$ cat src/logic/fgp_pkg.sv
package fgp_pkg;
    localparam int unsigned PIN_COUNT = 5;
    localparam logic [7:0] OFF_PIN_DATA = 8'h00;
    localparam logic [7:0] OFF_OUTPUT_DRIVE_ENABLE = 8'h04;
    localparam logic [7:0] OFF_ALT_FUNC_SELECT = 8'h08;
    localparam logic [7:0] OFF_RESERVED = 8'h10;
    localparam logic [7:0] OFF_PULLUP_ENABLE = 8'h2c;
    localparam logic [7:0] OFF_INPUT_PATH_ENABLE = 8'h38;
    localparam logic [7:0] OFF_IRQ_STATUS = 8'h40;
    localparam logic [7:0] OFF_IRQ_MASK = 8'h44;
    localparam logic [7:0] OFF_STOP_CONTROL = 8'h48;
    localparam logic [7:0] REG_FIELD_MASK = 8'hff;
    localparam logic [4:0] RESET_BITS = 5'h00;
    localparam int unsigned TIMER_OUT_BIT = 4;
    localparam int unsigned IRQ_COUNT = 4;
    localparam logic [1:0] RESP_OKAY = 2'h0;
    localparam logic [1:0] RESP_SLVERR = 2'h2;

    typedef struct packed {
        logic [7:0] pin_data;
        logic [7:0] output_drive_enable;
        logic [7:0] alternate_function_select;
        logic [7:0] pullup_enable;
        logic [7:0] input_path_enable;
    } fgp_cfg_s;

    typedef struct packed {
        logic [4:0] o;
        logic [4:0] oe;
        logic [4:0] pu;
    } fgp_pad_s;
endpackage

$ cat src/logic/fgp_pin_path.sv
`timescale 1ns/1ps
`default_nettype none
module fgp_pin_path (
    input wire logic [4:0] i_pad_level,
    input wire logic [4:0] i_input_enable_bits,
    input wire logic [4:0] i_alt_select,
    input wire logic i_stop_mode,
    input wire logic i_pin_drive_in_stop,
    output logic [4:0] o_gated_in,
    output logic [3:0] o_irq_lines
);
    logic [4:0] gated;
    always_comb begin
        // a blocked input reads constant zero
        gated = i_pad_level & i_input_enable_bits;
        o_gated_in = gated;
        for (int k = 0; k < 4; k++) begin
            if (i_stop_mode) begin
                // in stop only selected pins pass, whatever the drive setting
                o_irq_lines[k] = gated[k] & i_alt_select[k];
            end else begin
                o_irq_lines[k] = gated[k];
            end
        end
    end
endmodule // fgp_pin_path
`default_nettype wire

$ cat src/logic/fgp_port.sv
// Design decision made here: the AXI4-Lite interface to the registers.
`timescale 1ns/1ps
`default_nettype none
module fgp_port (
    input wire logic i_clk,
    input wire logic i_rstn,
    input wire logic i_ce,
    input wire logic [7:0] i_awaddr,
    input wire logic i_awvalid,
    output logic o_awready,
    input wire logic [31:0] i_wdata,
    input wire logic [3:0] i_wstrb,
    input wire logic i_wvalid,
    output logic o_wready,
    output logic [1:0] o_bresp,
    output logic o_bvalid,
    input wire logic i_bready,
    input wire logic [7:0] i_araddr,
    input wire logic i_arvalid,
    output logic o_arready,
    output logic [31:0] o_rdata,
    output logic [1:0] o_rresp,
    output logic o_rvalid,
    input wire logic i_rready,
    input wire logic [4:0] i_pad_in,
    output logic [4:0] o_pad_out,
    output logic [4:0] o_pad_oe,
    output logic [4:0] o_pad_pullup,
    input wire logic i_timer_ch6_output,
    input wire logic i_stop_mode,
    output logic [3:0] o_ext_irq,
    output logic o_irq
);
    ////////////////////////////////////////////////////////////////////////
    // register state
    fgp_pkg::fgp_cfg_s cfg, next_cfg;
    logic [3:0] irq_status, next_irq_status;
    logic [3:0] irq_mask, next_irq_mask;
    logic pin_drive_in_stop, next_pin_drive_in_stop;
    logic [7:0] aw_addr, next_aw_addr;
    logic aw_full, next_aw_full;
    logic [31:0] w_data, next_w_data;
    logic [3:0] w_strb, next_w_strb;
    logic w_full, next_w_full;
    logic bvalid, next_bvalid;
    logic [1:0] bresp, next_bresp;
    logic rvalid, next_rvalid;
    logic [31:0] rdata, next_rdata;
    logic [1:0] rresp, next_rresp;
    logic [3:0] irq_prev, next_irq_prev;
    fgp_pkg::fgp_pad_s pad, next_pad;
    logic [3:0] ext_irq, next_ext_irq;
    logic irq, next_irq;
    logic aw_ready, next_aw_ready;
    logic w_ready, next_w_ready;
    logic ar_ready, next_ar_ready;

    logic [4:0] gated_in;
    logic [3:0] irq_lines;

    function automatic logic addr_mapped(input logic [7:0] a);
        case (a)
            fgp_pkg::OFF_PIN_DATA, fgp_pkg::OFF_OUTPUT_DRIVE_ENABLE,
            fgp_pkg::OFF_ALT_FUNC_SELECT, fgp_pkg::OFF_PULLUP_ENABLE,
            fgp_pkg::OFF_INPUT_PATH_ENABLE, fgp_pkg::OFF_IRQ_STATUS,
            fgp_pkg::OFF_IRQ_MASK, fgp_pkg::OFF_STOP_CONTROL: addr_mapped = 1'b1;
            default: addr_mapped = 1'b0;
        endcase
    endfunction

    fgp_pin_path u_pin_path (
        .i_pad_level(i_pad_in),
        .i_input_enable_bits(cfg.input_path_enable[4:0]),
        .i_alt_select(cfg.alternate_function_select[4:0]),
        .i_stop_mode(i_stop_mode),
        .i_pin_drive_in_stop(pin_drive_in_stop),
        .o_gated_in(gated_in),
        .o_irq_lines(irq_lines)
    );

    ////////////////////////////////////////////////////////////////////////
    // bus and registers
    logic do_write;
    logic [3:0] irq_rise;
    always_comb begin
        next_cfg = cfg;
        next_irq_status = irq_status;
        next_irq_mask = irq_mask;
        next_pin_drive_in_stop = pin_drive_in_stop;
        next_aw_addr = aw_addr;
        next_aw_full = aw_full;
        next_w_data = w_data;
        next_w_strb = w_strb;
        next_w_full = w_full;
        next_bvalid = bvalid;
        next_bresp = bresp;
        next_rvalid = rvalid;
        next_rdata = rdata;
        next_rresp = rresp;
        next_irq_prev = irq_lines;
        irq_rise = irq_lines & ~irq_prev;
        if (i_awvalid && !aw_full) begin
            next_aw_full = 1'b1;
            next_aw_addr = i_awaddr;
        end
        if (i_wvalid && !w_full) begin
            next_w_full = 1'b1;
            next_w_data = i_wdata;
            next_w_strb = i_wstrb;
        end
        if (bvalid && i_bready) begin
            next_bvalid = 1'b0;
        end
        do_write = aw_full && w_full && !bvalid;
        if (do_write) begin
            next_aw_full = 1'b0;
            next_w_full = 1'b0;
            next_bvalid = 1'b1;
            next_bresp = addr_mapped(aw_addr) ? fgp_pkg::RESP_OKAY : fgp_pkg::RESP_SLVERR;
            if (w_strb[0]) begin
                case (aw_addr)
                    fgp_pkg::OFF_PIN_DATA: next_cfg.pin_data = w_data[7:0];
                    fgp_pkg::OFF_OUTPUT_DRIVE_ENABLE: next_cfg.output_drive_enable = w_data[7:0];
                    fgp_pkg::OFF_ALT_FUNC_SELECT: next_cfg.alternate_function_select = w_data[7:0];
                    fgp_pkg::OFF_PULLUP_ENABLE: next_cfg.pullup_enable = w_data[7:0];
                    fgp_pkg::OFF_INPUT_PATH_ENABLE: next_cfg.input_path_enable = w_data[7:0];
                    fgp_pkg::OFF_IRQ_STATUS: next_irq_status = irq_status & ~w_data[3:0];
                    fgp_pkg::OFF_IRQ_MASK: next_irq_mask = w_data[3:0];
                    fgp_pkg::OFF_STOP_CONTROL: next_pin_drive_in_stop = w_data[0];
                    default: ;
                endcase
            end
        end
        // hardware set wins over a same-cycle clear
        next_irq_status = next_irq_status | irq_rise;
        if (rvalid && i_rready) begin
            next_rvalid = 1'b0;
        end
        if (i_arvalid && !rvalid) begin
            next_rvalid = 1'b1;
            next_rresp = addr_mapped(i_araddr) ? fgp_pkg::RESP_OKAY : fgp_pkg::RESP_SLVERR;
            case (i_araddr)
                fgp_pkg::OFF_PIN_DATA: next_rdata = {24'h000000, cfg.pin_data[7:5], gated_in};
                fgp_pkg::OFF_OUTPUT_DRIVE_ENABLE: next_rdata = {24'h000000, cfg.output_drive_enable};
                fgp_pkg::OFF_ALT_FUNC_SELECT: next_rdata = {24'h000000, cfg.alternate_function_select};
                fgp_pkg::OFF_PULLUP_ENABLE: next_rdata = {24'h000000, cfg.pullup_enable};
                fgp_pkg::OFF_INPUT_PATH_ENABLE: next_rdata = {24'h000000, cfg.input_path_enable};
                fgp_pkg::OFF_IRQ_STATUS: next_rdata = {28'h0000000, irq_status};
                fgp_pkg::OFF_IRQ_MASK: next_rdata = {28'h0000000, irq_mask};
                fgp_pkg::OFF_STOP_CONTROL: next_rdata = {31'h00000000, pin_drive_in_stop};
                default: next_rdata = 32'h00000000;
            endcase
        end
        next_aw_ready = !next_aw_full;
        next_w_ready = !next_w_full;
        next_ar_ready = !next_rvalid;
    end

    ////////////////////////////////////////////////////////////////////////
    // pins
    logic drive_halt;
    always_comb begin
        // stop with drive-halt set releases every driver
        drive_halt = i_stop_mode && pin_drive_in_stop;
        next_pad.o = cfg.pin_data[4:0];
        if (cfg.alternate_function_select[fgp_pkg::TIMER_OUT_BIT]) begin
            next_pad.o[fgp_pkg::TIMER_OUT_BIT] = i_timer_ch6_output;
        end
        next_pad.oe = drive_halt ? 5'h00 : cfg.output_drive_enable[4:0];
        next_pad.pu = cfg.pullup_enable[4:0];
        next_ext_irq = irq_lines;
        next_irq = |(irq_status & irq_mask);
    end

    always_ff @(posedge i_clk or negedge i_rstn) begin
        if (!i_rstn) begin
            cfg <= '0;
            irq_status <= 4'h0;
            irq_mask <= 4'h0;
            pin_drive_in_stop <= 1'b0;
            aw_addr <= 8'h00;
            aw_full <= 1'b0;
            w_data <= 32'h00000000;
            w_strb <= 4'h0;
            w_full <= 1'b0;
            bvalid <= 1'b0;
            bresp <= 2'h0;
            rvalid <= 1'b0;
            rdata <= 32'h00000000;
            rresp <= 2'h0;
            irq_prev <= 4'h0;
            pad <= '0;
            ext_irq <= 4'h0;
            irq <= 1'b0;
            aw_ready <= 1'b1;
            w_ready <= 1'b1;
            ar_ready <= 1'b1;
        end else if (i_ce) begin
            cfg <= next_cfg;
            irq_status <= next_irq_status;
            irq_mask <= next_irq_mask;
            pin_drive_in_stop <= next_pin_drive_in_stop;
            aw_addr <= next_aw_addr;
            aw_full <= next_aw_full;
            w_data <= next_w_data;
            w_strb <= next_w_strb;
            w_full <= next_w_full;
            bvalid <= next_bvalid;
            bresp <= next_bresp;
            rvalid <= next_rvalid;
            rdata <= next_rdata;
            rresp <= next_rresp;
            irq_prev <= next_irq_prev;
            pad <= next_pad;
            ext_irq <= next_ext_irq;
            irq <= next_irq;
            aw_ready <= next_aw_ready;
            w_ready <= next_w_ready;
            ar_ready <= next_ar_ready;
        end
    end

    assign o_awready = aw_ready;
    assign o_wready = w_ready;
    assign o_bvalid = bvalid;
    assign o_bresp = bresp;
    assign o_arready = ar_ready;
    assign o_rvalid = rvalid;
    assign o_rdata = rdata;
    assign o_rresp = rresp;
    assign o_pad_out = pad.o;
    assign o_pad_oe = pad.oe;
    assign o_pad_pullup = pad.pu;
    assign o_ext_irq = ext_irq;
    assign o_irq = irq;

    ////////////////////////////////////////////////////////////////////////
    // checks
    AST_RESET_PLAIN: assert property (@(posedge i_clk) $rose(i_rstn) |-> (pad.oe == 5'h00 && pad.pu == 5'h00))
        else $error("pins not plain after reset");
    AST_OE_FOLLOWS: assert property (@(posedge i_clk) disable iff (!i_rstn)
        (i_ce && !i_stop_mode) |=> (pad.oe == $past(cfg.output_drive_enable[4:0])))
        else $error("output enable mismatch");
    AST_PU_FOLLOWS: assert property (@(posedge i_clk) disable iff (!i_rstn)
        i_ce |=> (pad.pu == $past(cfg.pullup_enable[4:0])))
        else $error("pull-up mismatch");
    AST_STOP_IRQ: assert property (@(posedge i_clk) disable iff (!i_rstn)
        (i_ce && i_stop_mode) |=> (ext_irq == $past(i_pad_in[3:0] & cfg.input_path_enable[3:0]
        & cfg.alternate_function_select[3:0])))
        else $error("stop interrupt path wrong");
    AST_RUN_IRQ: assert property (@(posedge i_clk) disable iff (!i_rstn)
        (i_ce && !i_stop_mode) |=> (ext_irq == $past(i_pad_in[3:0] & cfg.input_path_enable[3:0])))
        else $error("run interrupt path wrong");
    AST_BLOCKED_INPUT: assert property (@(posedge i_clk) disable iff (!i_rstn)
        (gated_in & ~cfg.input_path_enable[4:0]) == 5'h00)
        else $error("blocked input leaks");
    AST_READ_UPPER_ZERO: assert property (@(posedge i_clk) disable iff (!i_rstn)
        rvalid |-> (rdata[31:8] == 24'h000000))
        else $error("upper read bits not zero");
    AST_READ_INPUT: assert property (@(posedge i_clk) disable iff (!i_rstn)
        (i_ce && i_arvalid && !rvalid && i_araddr == fgp_pkg::OFF_PIN_DATA)
        |=> (rdata[4:0] == $past(i_pad_in & cfg.input_path_enable[4:0])))
        else $error("data read wrong");
    AST_TIMER_OUT: assert property (@(posedge i_clk) disable iff (!i_rstn)
        (i_ce && cfg.alternate_function_select[4]) |=> (pad.o[4] == $past(i_timer_ch6_output)))
        else $error("timer output not routed");
    AST_HALT_RELEASES: assert property (@(posedge i_clk) disable iff (!i_rstn)
        (i_ce && i_stop_mode && pin_drive_in_stop) |=> (pad.oe == 5'h00))
        else $error("drivers not released in stop");
    AST_STATUS_SET_WINS: assert property (@(posedge i_clk) disable iff (!i_rstn)
        (i_ce && irq_rise != 4'h0) |=> ((irq_status & $past(irq_rise)) == $past(irq_rise)))
        else $error("interrupt edge lost");
    AST_GATED_IRQ: assert property (@(posedge i_clk) disable iff (!i_rstn)
        i_ce |=> ((ext_irq & ~$past(cfg.input_path_enable[3:0])) == 4'h0))
        else $error("interrupt from blocked input");
    AST_PAD_DATA: assert property (@(posedge i_clk) disable iff (!i_rstn)
        (i_ce && !cfg.alternate_function_select[4]) |=> (pad.o == $past(cfg.pin_data[4:0])))
        else $error("pin output not from latch");
    AST_UNMAPPED_READ: assert property (@(posedge i_clk) disable iff (!i_rstn)
        (i_ce && i_arvalid && !rvalid && i_araddr == fgp_pkg::OFF_RESERVED)
        |=> (rresp == fgp_pkg::RESP_SLVERR && rdata == 32'h00000000))
        else $error("unmapped read not refused");
    AST_WRITE_ANSWERS: assert property (@(posedge i_clk) disable iff (!i_rstn)
        (i_ce && aw_full && w_full && !bvalid) |=> bvalid)
        else $error("write not answered");
endmodule // fgp_port
`default_nettype wire

$ cat config.mk
export PLATFORM = sky130hd
export DESIGN_NAME = fgp_port
export DESIGN_NICKNAME = d
export VERILOG_FILES = /design/src/logic/fgp_pkg.sv /design/src/logic/fgp_pin_path.sv /design/src/logic/fgp_port.sv
export SDC_FILE = /design/constraint.sdc
export NUM_CORES = 1
export LEC_CHECK = 0
export BUFFER_PORTS_ARGS = -buffer_cell sky130_fd_sc_hd__buf_2
export CORE_ASPECT_RATIO = 1.5
export CORE_MARGIN = 2
export CORE_UTILIZATION = 50
export DETAILED_ROUTE_END_ITERATION = 10
export GPL_ROUTABILITY_DRIVEN = 0
export GPL_TIMING_DRIVEN = 0
export PLACE_DENSITY = 0.86
export SKIP_CTS_REPAIR_TIMING = 1
export SLEW_MARGIN = 20
export SYNTH_ARGS = -nofsm -noshare
export SYNTH_HDL_FRONTEND = slang
export SYNTH_HIERARCHICAL = 1
export SYNTH_SLANG_ARGS = --single-unit
$ cat constraint.sdc
create_clock -name i_clk -period 2.2 [get_ports i_clk]
set_clock_uncertainty 0.1 [all_clocks]
set_input_delay 0.44 -clock i_clk [delete_from_list [all_inputs] [get_ports i_clk]]
set_output_delay 0.44 -clock i_clk [all_outputs]
set_load 0.005 [all_outputs]
==> results of run 1 <==
-- cell families after synthesis --
logic type             after synthesis
muxes                               84
other                                1
DFF                                103
buffers and inverters               72
and+or+nand+nor                    106
AOI/OAI and AO/OA                   58
-- worst paths after layout --
check	start	endpoint	slack, ns	depth (start not counted)
setup / recovery	aw_addr[6]	cfg[2]	0.07	6
hold / removal	i_awaddr[0]	aw_addr[0]	0.21	2
setup reg to reg	aw_addr[6]	cfg[2]	0.07	6
hold reg to reg	o_rdata[4]	o_rdata[4]	0.38	2
max in group asynchronous	i_rstn	o_arready	0.90	3
min in group asynchronous	i_rstn	w_data[5]	0.42	2
-- state kept, by name, summed over array words and instances (netlist names), 4 cells and up --
register,count
aw_addr,8
irq_mask,4
w_data,8
o_ext_irq,4
cfg,40
o_pad_oe,5
o_pad_out,5
irq_status,4
o_rdata,8
o_pad_pullup,5
-- routing by layer --
metal	vias to the layer above	routed length, µm	GRT usage (%)	part of all wire [%]
met3	53	725	5.308	6.0
met2	176	6309	39.80	53
met5	-	0	0	0
met4	0	706	15.22	5.9
li1	1687	-	-	-
met1	1812	4250	24.61	35
-- worst register-to-register path: stages (launching register included) --
cell and delay, ns:
dfrtp_1 0.32, clkbuf_1 0.34, nor2b_1 0.11, and4b_1 0.23
nand2b_1 0.09, clkbuf_1 0.42, mux2_2 0.41
-- power breakdown --
part / switching (mW) / internal (mW)
registers: 0.380 / 2.23
clock network: 0.713 / 0.895
logic: 0.438 / 0.467
total: 1.53 / 3.59
-- final cells by class --
cell class,instances,share of cell area (%)
sequential,103,43.50
multi-input combinational,274,35.01
timing repair buffer,75,7.149
buffer,46,5.251
clock buffer,11,3.922
tap,115,2.425
inverter,26,1.645
clock inverter,5,1.097
-- cell usage after synthesis (all sizes together) (4+ instances only) --
cell	count
nand2	23
mux2	71
nor3	23
dfrtp	100
nand3	10
a21boi	5
a22oi	6
mux2i	13
nor2	12
or3	4
inv	26
and4b	4
buf	34
and2	5
a32o	4
a2111oi	5
nand3b	5
clkbuf	12
a21oi	7
o21ai	18
-- metrics by stage --
step | utilization, % | TNS (ns) | hold slack (ns)
floorplan | - | 0 | 0.04441
global placement | 57.53 | -42.28 | 0.3683
detailed placement | 57.88 | -4.985 | 0.2343
CTS | 60.97 | -1.119 | -0.1350
global route | 61.58 | -0.5692 | 0.2126
finish | 61.58 | 0 | 0.2149
==> flow_metrics.env, run 1 <==
export IMPL_clock_path_buffers=2
export IMPL_io_buffers=72
export IMPL_period_minus_slack_ns=2.133
export IMPL_die_x_um=85.20
export IMPL_cp_top_family="buffers and inverters"
export IMPL_clk_pin_slew_ns=0.07
export IMPL_max_stage_delay_ns=0.42
export IMPL_first_global_vias=3836
export IMPL_ys_dominant_reg_cell="dfrtp_1"
export IMPL_rsz0062_at_grt="yes"
export IMPL_synth_xor_area_share_pct=0
export IMPL_ant_nets=0
export IMPL_areaGrowthSynthToFinish_pct=19.99
export IMPL_p_per_area_nw_per_um2=862.9
export IMPL_layout_common_cells="dfrtp_1, buf_2, mux2_2"
export IMPL_worst_slack_ns=0.06724
export IMPL_routed_via_density=5.692
export IMPL_synth_edf_count=0
export IMPL_insertion_delay_ns=0.35
export IMPL_die_area_um2=10720
export IMPL_worstSetupPathType="reg2reg"
export IMPL_syn_area_um2=4945
export IMPL_antenna_cells=0
export IMPL_leakage_nw=2.865
export IMPL_async_reset_ff_share_pct=100.0
export IMPL_yosys_top_cells_area="dfrtp_1, mux2_2, buf_4"
export IMPL_final_common_cell="dfrtp_1"
export IMPL_synth_cell_types=52
export IMPL_critPathMaxFanout=8
export IMPL_clock_sinks=103
export IMPL_ys_seq_area_share_pct=52.20
export IMPL_synth_adder_area_share_pct=0
export IMPL_slowest_stage="clkbuf_1"
export IMPL_crit_buf_inv=2
export IMPL_cp_start_kind="register"
export IMPL_grt_pass1_wl_um=18930
export IMPL_final_nets=602
export IMPL_ios=128
export IMPL_worst_ir_drop_vdd_mv=0.5903
export IMPL_vias=3728
export IMPL_outcome="complete, no violations"
export IMPL_seq_area_um2=2581
export IMPL_synth_top_family_by_area="multiplexers"
export IMPL_start_util_pct=51.32
export IMPL_drt_total_wl_um=11990
export IMPL_setup_viol=0
export IMPL_yosysWarnings=6
export IMPL_p_total_mw=5.120
export IMPL_ys_ff_latch=103
export IMPL_dpl_cell_area_um2=5577
export IMPL_synth_top_area_share_pct=50.61
export IMPL_synthMuxAreaShare_pct=18.80
export IMPL_first_iter_violations=300
export IMPL_stdcell_count=655
export IMPL_tightest_slew_ns=0.6954
export IMPL_slew_viol_final=0
export IMPL_synth_simple_gate_area_share_pct=12.70
export IMPL_hold_path_class="in2reg"
export IMPL_drc_errors=0
export IMPL_crit_path_cell_trace="clkbuf_1 > nor2b_1 > and4b_1 > nand2b_1 > clkbuf_1 > mux2_2"
export IMPL_grt_max_degree=76
export IMPL_overflow=0
export IMPL_required_ns=2.33
export IMPL_core_area_um2=9634
export IMPL_multiInputGateArea_um2=2077
export IMPL_grt_usage_pct=23.01
export IMPL_netlist_instances=424
export IMPL_drive_gt1_share_pct=39.63
export IMPL_drtPass1Iterations=4
export IMPL_htreeDepth=3
export IMPL_yosysTopAreaCell="dfrtp_1"
export IMPL_place_worst_setup_slack_ns=-0.2034
export IMPL_cpMostUsedCell="clkbuf_1"
export IMPL_max_freq_mhz=468.9
export IMPL_fin_area_um2=5933
export IMPL_cp_arrival_ns=2.26
export IMPL_cts_buffers=9
export IMPL_cp_end_kind="register"
export IMPL_die_height_um=125.8
export IMPL_dp_cells=637
export IMPL_finalCritPeriodShare_pct=96.94
export IMPL_hold_violations=0
export IMPL_fillers=745
export IMPL_cap_violations=0
export IMPL_cts_tree="yes"
export IMPL_slew_headroom_pct=53.21
export IMPL_wl_per_cell_um=18.31
export IMPL_root_buffer="clkbuf_16"
export IMPL_avgSynthCellArea_um2=11.66
export IMPL_antenna_found_initial=0
export IMPL_rows=44
export IMPL_synth_compound_area_share_pct=8.122
export IMPL_hpwl_um=8795
Power figures use the tool's default switching activity.
==> run 2: changes to the inputs <==
- GPL_ROUTABILITY_DRIVEN: 0 -> 1
- SETUP_SLACK_MARGIN: unset -> 0.4
==> flow_metrics.env, run 2 (synthesis gave the netlist of run 1 again) <==
export IMPL_worst_slack_ns=0.1352
export IMPL_grt_max_degree=57
export IMPL_cts_tree="yes"
export IMPL_clock_sinks=103
export IMPL_ant_nets=0
export IMPL_hpwl_um=8878
export IMPL_start_util_pct=51.32
export IMPL_hold_violations=0
export IMPL_critPathMaxFanout=8
export IMPL_grt_pass1_wl_um=19600
export IMPL_r2r_end="cfg[21]"
export IMPL_top_usage_layer="met2"
export IMPL_layout_common_cells="dfrtp_1, buf_2, mux2_2, buf_4"
export IMPL_die_x_um=85.20
export IMPL_fin_area_um2=6294
export IMPL_final_nets=618
export IMPL_slowest_stage="dfrtp_1"
export IMPL_grt_usage_pct=23.69
export IMPL_slew_headroom_pct=60.72
export IMPL_cap_violations=0
export IMPL_vias=3812
export IMPL_dpl_cell_area_um2=5694
export IMPL_fillers=717
export IMPL_first_iter_violations=296
export IMPL_overflow=0
export IMPL_final_common_cell="dfrtp_1"
export IMPL_core_area_um2=9634
export IMPL_wl_per_cell_um=18.94
export IMPL_largest_register_ffs=40
export IMPL_hold_path_class="in2reg"
export IMPL_regMostFlops="cfg"
export IMPL_cts_buffers=9
export IMPL_routed_via_density=5.698
export IMPL_clock_path_buffers=2
export IMPL_die_area_um2=10720
export IMPL_clk_pin_slew_ns=0.06
export IMPL_place_worst_setup_slack_ns=-0.1397
export IMPL_drt_total_wl_um=12670
export IMPL_p_total_mw=5.130
export IMPL_die_height_um=125.8
export IMPL_htreeDepth=3
export IMPL_setup_viol=0
export IMPL_cpMostUsedCell="buf_6"
export IMPL_rows=44
export IMPL_r2r_cells=7
export IMPL_path_depth=7
export IMPL_ios=128
export IMPL_tightest_slew_ns=0.5874
export IMPL_areaGrowthSynthToFinish_pct=27.28
export IMPL_cp_top_family="simple AND/OR/NAND/NOR gates"
export IMPL_antenna_cells=0
export IMPL_crit_buf_inv=3
export IMPL_cp_arrival_ns=2.20
export IMPL_root_buffer="clkbuf_16"
export IMPL_required_ns=2.33
export IMPL_rsz0062_at_grt="yes"
export IMPL_p_per_area_nw_per_um2=815.1
export IMPL_insertion_delay_ns=0.35
export IMPL_cp_end_kind="register"
export IMPL_max_freq_mhz=484.3
export IMPL_drc_errors=0
export IMPL_tns_ns=0
export IMPL_drive_gt1_share_pct=44.95
export IMPL_io_buffers=72
export IMPL_grt_met1_usage_pct=28.32
export IMPL_r2r_start="o_bvalid"
export IMPL_grt_util_met2_pct=38.88
export IMPL_hp_start="i_wdata[3]"
export IMPL_max_stage_delay_ns=0.40
export IMPL_hold_path_endpoint="w_data[3]"
export IMPL_seq_area_um2=2581
export IMPL_period_minus_slack_ns=2.065
export IMPL_whs_ns=0.2191
export IMPL_crit_path_cell_trace="and4b_1 > buf_6 > and4b_1 > buf_6 > and4_1 > buf_6 > mux2_4"
export IMPL_antenna_found_initial=0
export IMPL_grtUsageMet3_pct=4.194
export IMPL_multiInputGateArea_um2=2280
export IMPL_first_global_vias=3835
export IMPL_worstSetupPathType="reg2reg"
export IMPL_worst_ir_drop_vdd_mv=0.8028
export IMPL_outcome="complete, no violations"
export IMPL_place_congestion=0.9050
export IMPL_slew_viol_final=0
export IMPL_finalCritPeriodShare_pct=93.85
export IMPL_drtPass1Iterations=4
export IMPL_r2r_slack_ns=0.14
export IMPL_min_path_cells=2
export IMPL_cp_start_kind="register"
export IMPL_leakage_nw=3.019
## run 2: how the worst max path moves through the flow
stage / endpoint / start
after global routing: cfg[21] / o_bvalid
after detailed placement: o_rdata[6] / i_araddr[2]
after floorplan: cfg[16] / i_ce
final: cfg[21] / o_bvalid
after global placement: cfg[23] / i_rstn
after CTS: cfg[30] / aw_addr[1]
## run 2: per-stage QoR
step | cells | utilization (%)
global route | 669 | 65.32
CTS | 651 | 61.84
floorplan | 449 | -
finish | 669 | 65.32
global placement | 636 | 58.75
detailed placement | 637 | 59.10
## run 2: area by class of cell
class                           instances  area share [%]
Clock buffer                           11           3.857
Inverter                               26           1.551
Timing Repair Buffer                   91           8.926
Sequential cell                       103           41.01
Tap cell                              115           2.286
Buffer                                 46           5.805
Multi-Input combinational cell        274           36.22
Clock inverter                          3          0.3380
## run 2: per-layer routing
| metal | vias up | routed length, µm |
|---|---|---|
| li1 | 1714 | - |
| met4 | 0 | 593 |
| met1 | 1890 | 4943 |
| met2 | 167 | 6465 |
| met3 | 41 | 666 |
| met5 | - | 0 |
## run 2: power breakdown
| group | switching [mW] | internal [mW] | total, mW |
|---|---|---|---|
| Clock | 0.681 | 0.786 | 1.47 |
| Sequential | 0.405 | 2.23 | 2.63 |
| Combinational | 0.485 | 0.546 | 1.03 |
==> run 3: changes to the inputs <==
--- a/config.mk
+++ b/config.mk
@@ -10,3 +10,3 @@
 export CORE_MARGIN = 2
-export CORE_UTILIZATION = 50
+export CORE_UTILIZATION = 35
 export DETAILED_ROUTE_END_ITERATION = 10
@@ -14,3 +14,3 @@
 export GPL_TIMING_DRIVEN = 0
-export PLACE_DENSITY = 0.86
+export PLACE_DENSITY = 0.67
 export SETUP_SLACK_MARGIN = 0.4
==> constraint.sdc (replaced) <==
create_clock -name i_clk -period 2.2 [get_ports i_clk]
set_clock_uncertainty 0.1 [all_clocks]
set_input_delay 0.33 -clock i_clk [delete_from_list [all_inputs] [get_ports i_clk]]
set_output_delay 0.33 -clock i_clk [all_outputs]
set_load 0.005 [all_outputs]
==> flow_metrics.env, run 3 (synthesis gave the netlist of run 1 again) <==
export IMPL_hold_violations=0
export IMPL_p_clk_share_pct=31.7
export IMPL_wl_per_cell_um=16.96
export IMPL_ios=128
export IMPL_slew_headroom_pct=56.99
export IMPL_clock_path_buffers=2
export IMPL_power_frac_seq_pct=49.8
export IMPL_leakage_nw=2.982
export IMPL_clk_pin_slew_ns=0.07
export IMPL_p_per_area_nw_per_um2=844.5
export IMPL_slew_viol_final=0
export IMPL_crit_path_cell_trace="and4b_1 > buf_6 > and4b_1 > buf_6 > and4_1 > buf_6 > mux2_4"
export IMPL_die_x_um=101.1
export IMPL_antenna_found_initial=0
export IMPL_crit_buf_inv=3
export IMPL_rows=53
export IMPL_hpwl_um=9000
export IMPL_antenna_cells=0
export IMPL_cts_tree="yes"
export IMPL_root_buffer="clkbuf_16"
export IMPL_final_nets=608
export IMPL_cp_start_kind="register"
export IMPL_grt_usage_pct=15.73
export IMPL_largest_register_ffs=40
export IMPL_p_sw_share_pct=29.71
export IMPL_final_core_util_pct=44.93
export IMPL_p_int_mw=3.714
export IMPL_cts_buffers=9
export IMPL_critPathMaxFanout=8
export IMPL_core_area_um2=13930
export IMPL_overflow=0
export IMPL_required_ns=2.32
export IMPL_cp_end_kind="register"
export IMPL_die_area_um2=15110
export IMPL_setup_viol=0
export IMPL_io_buffers=72
export IMPL_areaGrowthSynthToFinish_pct=26.54
export IMPL_drc_errors=0
export IMPL_final_common_cell="dfrtp_1"
export IMPL_routed_via_density=5.065
export IMPL_grtUsageMet3_pct=2.616
export IMPL_insertion_delay_ns=0.34
export IMPL_clock_sinks=103
export IMPL_worst_ir_drop_vdd_mv=0.5798
export IMPL_cp_top_family="simple AND/OR/NAND/NOR gates"
export IMPL_period_minus_slack_ns=2.003
export IMPL_slowest_stage="dfrtp_1"
export IMPL_max_stage_delay_ns=0.39
export IMPL_finalCritPeriodShare_pct=91.04
export IMPL_cp_arrival_ns=2.13
export IMPL_p_total_mw=5.284
export IMPL_max_freq_mhz=499.3
export IMPL_regMostFlops="cfg"
export IMPL_grt_met1_usage_pct=18.60
export IMPL_grt_max_degree=54
export IMPL_first_global_vias=3549
export IMPL_pwr_share_comb_pct=18.5
export IMPL_top_usage_layer="met2"
export IMPL_hold_path_class="in2reg"
export IMPL_vias=3601
export IMPL_drt_total_wl_um=12060
export IMPL_grt_pass1_wl_um=18350
export IMPL_worstSetupPathType="reg2reg"
export IMPL_start_util_pct=35.51
export IMPL_cpMostUsedCell="buf_6"
export IMPL_first_iter_violations=192
export IMPL_htreeDepth=3
export IMPL_grt_util_met2_pct=27.15
export IMPL_layout_common_cells="dfrtp_1, buf_2, mux2_2, buf_4"
export IMPL_outcome="complete, no violations"
export IMPL_ant_nets=0
export IMPL_tightest_slew_ns=0.6393
export IMPL_cap_violations=0
export IMPL_p_switching_mw=1.570
export IMPL_drive_gt1_share_pct=42.86
export IMPL_place_congestion=0.9006
export IMPL_die_height_um=149.6
export IMPL_drtPass1Iterations=4
export IMPL_rsz0062_at_grt="yes"
export IMPL_r2r_slack_ns=0.20
[run 3: changes by cell type in the layout (fill, tap and decap cells not counted), moves of 2 or more]
cell / previous run / this run
buf_8: 3 / 1
a22oi_2: 4 / 0
a22oi_1: 2 / 6
buf_2: 70 / 73
buf_6: 11 / 9
buf_4: 38 / 30
clkbuf_2: 5 / 3
a2111oi_1: 3 / 5
[run 3: worst paths after layout]
| kind | startpoint | depth (start not counted) | endpoint |
|---|---|---|---|
| max | o_bvalid | 7 | cfg[16] |
| min | i_awaddr[7] | 2 | aw_addr[7] |
| max reg2reg | o_bvalid | 7 | cfg[16] |
| min reg2reg | o_rdata[4] | 2 | o_rdata[4] |
| max in group asynchronous | i_rstn | 3 | w_data[0] |
| min in group asynchronous | i_rstn | 2 | o_pad_pullup[1] |
[run 3: final cells by class]
class                      instances  area [µm²]
buffer                            46       342.8
clock buffer                      11       252.7
sequential                       103        2581
fill                            1299        7669
clock inverter                     5       63.81
multi-input combinational        274        2236
tap                              165       206.4
timing repair buffer              81       476.7
inverter                          26       97.59
[run 3: worst reg2reg max path: stages (launching register included)]
cell and delay (ns):
dfrtp_1 0.39, and4b_1 0.26, buf_6 0.12, and4b_1 0.21, buf_6 0.10, and4_1 0.20
buf_6 0.19, mux2_4 0.31
[run 3: power by group through the flow]
stage	combinational, mW	sequential, mW	clock, mW
2_1_floorplan	0.629	2.49	0
3_3_place_gp	0.863	2.61	0
3_5_place_dp	0.905	2.63	0
4_1_cts	0.907	2.60	1.71
5_1_grt	1.08	2.68	1.76
6_report	0.978	2.63	1.68
[run 3: metal layers]
layer | vias up | wire, µm
met5 | - | 0
met2 | 114 | 6315
met1 | 1764 | 4790
met3 | 21 | 587
li1 | 1702 | -
met4 | 0 | 363
[run 3: stage by stage]
step	instances	hold WS, ns	area (µm²)	TNS (ns)	setup slack [ns]
finish	711	0.1158	6257	0	0.1972
global route	711	0.1157	6257	0	0.1335
CTS	703	-0.1604	6030	0	0.09560
detailed placement	687	0.2037	5713	-0.01576	-0.008585
global placement	686	0.3735	5679	-34.97	-0.3579
floorplan	449	-0.06559	5112	0	0.2854
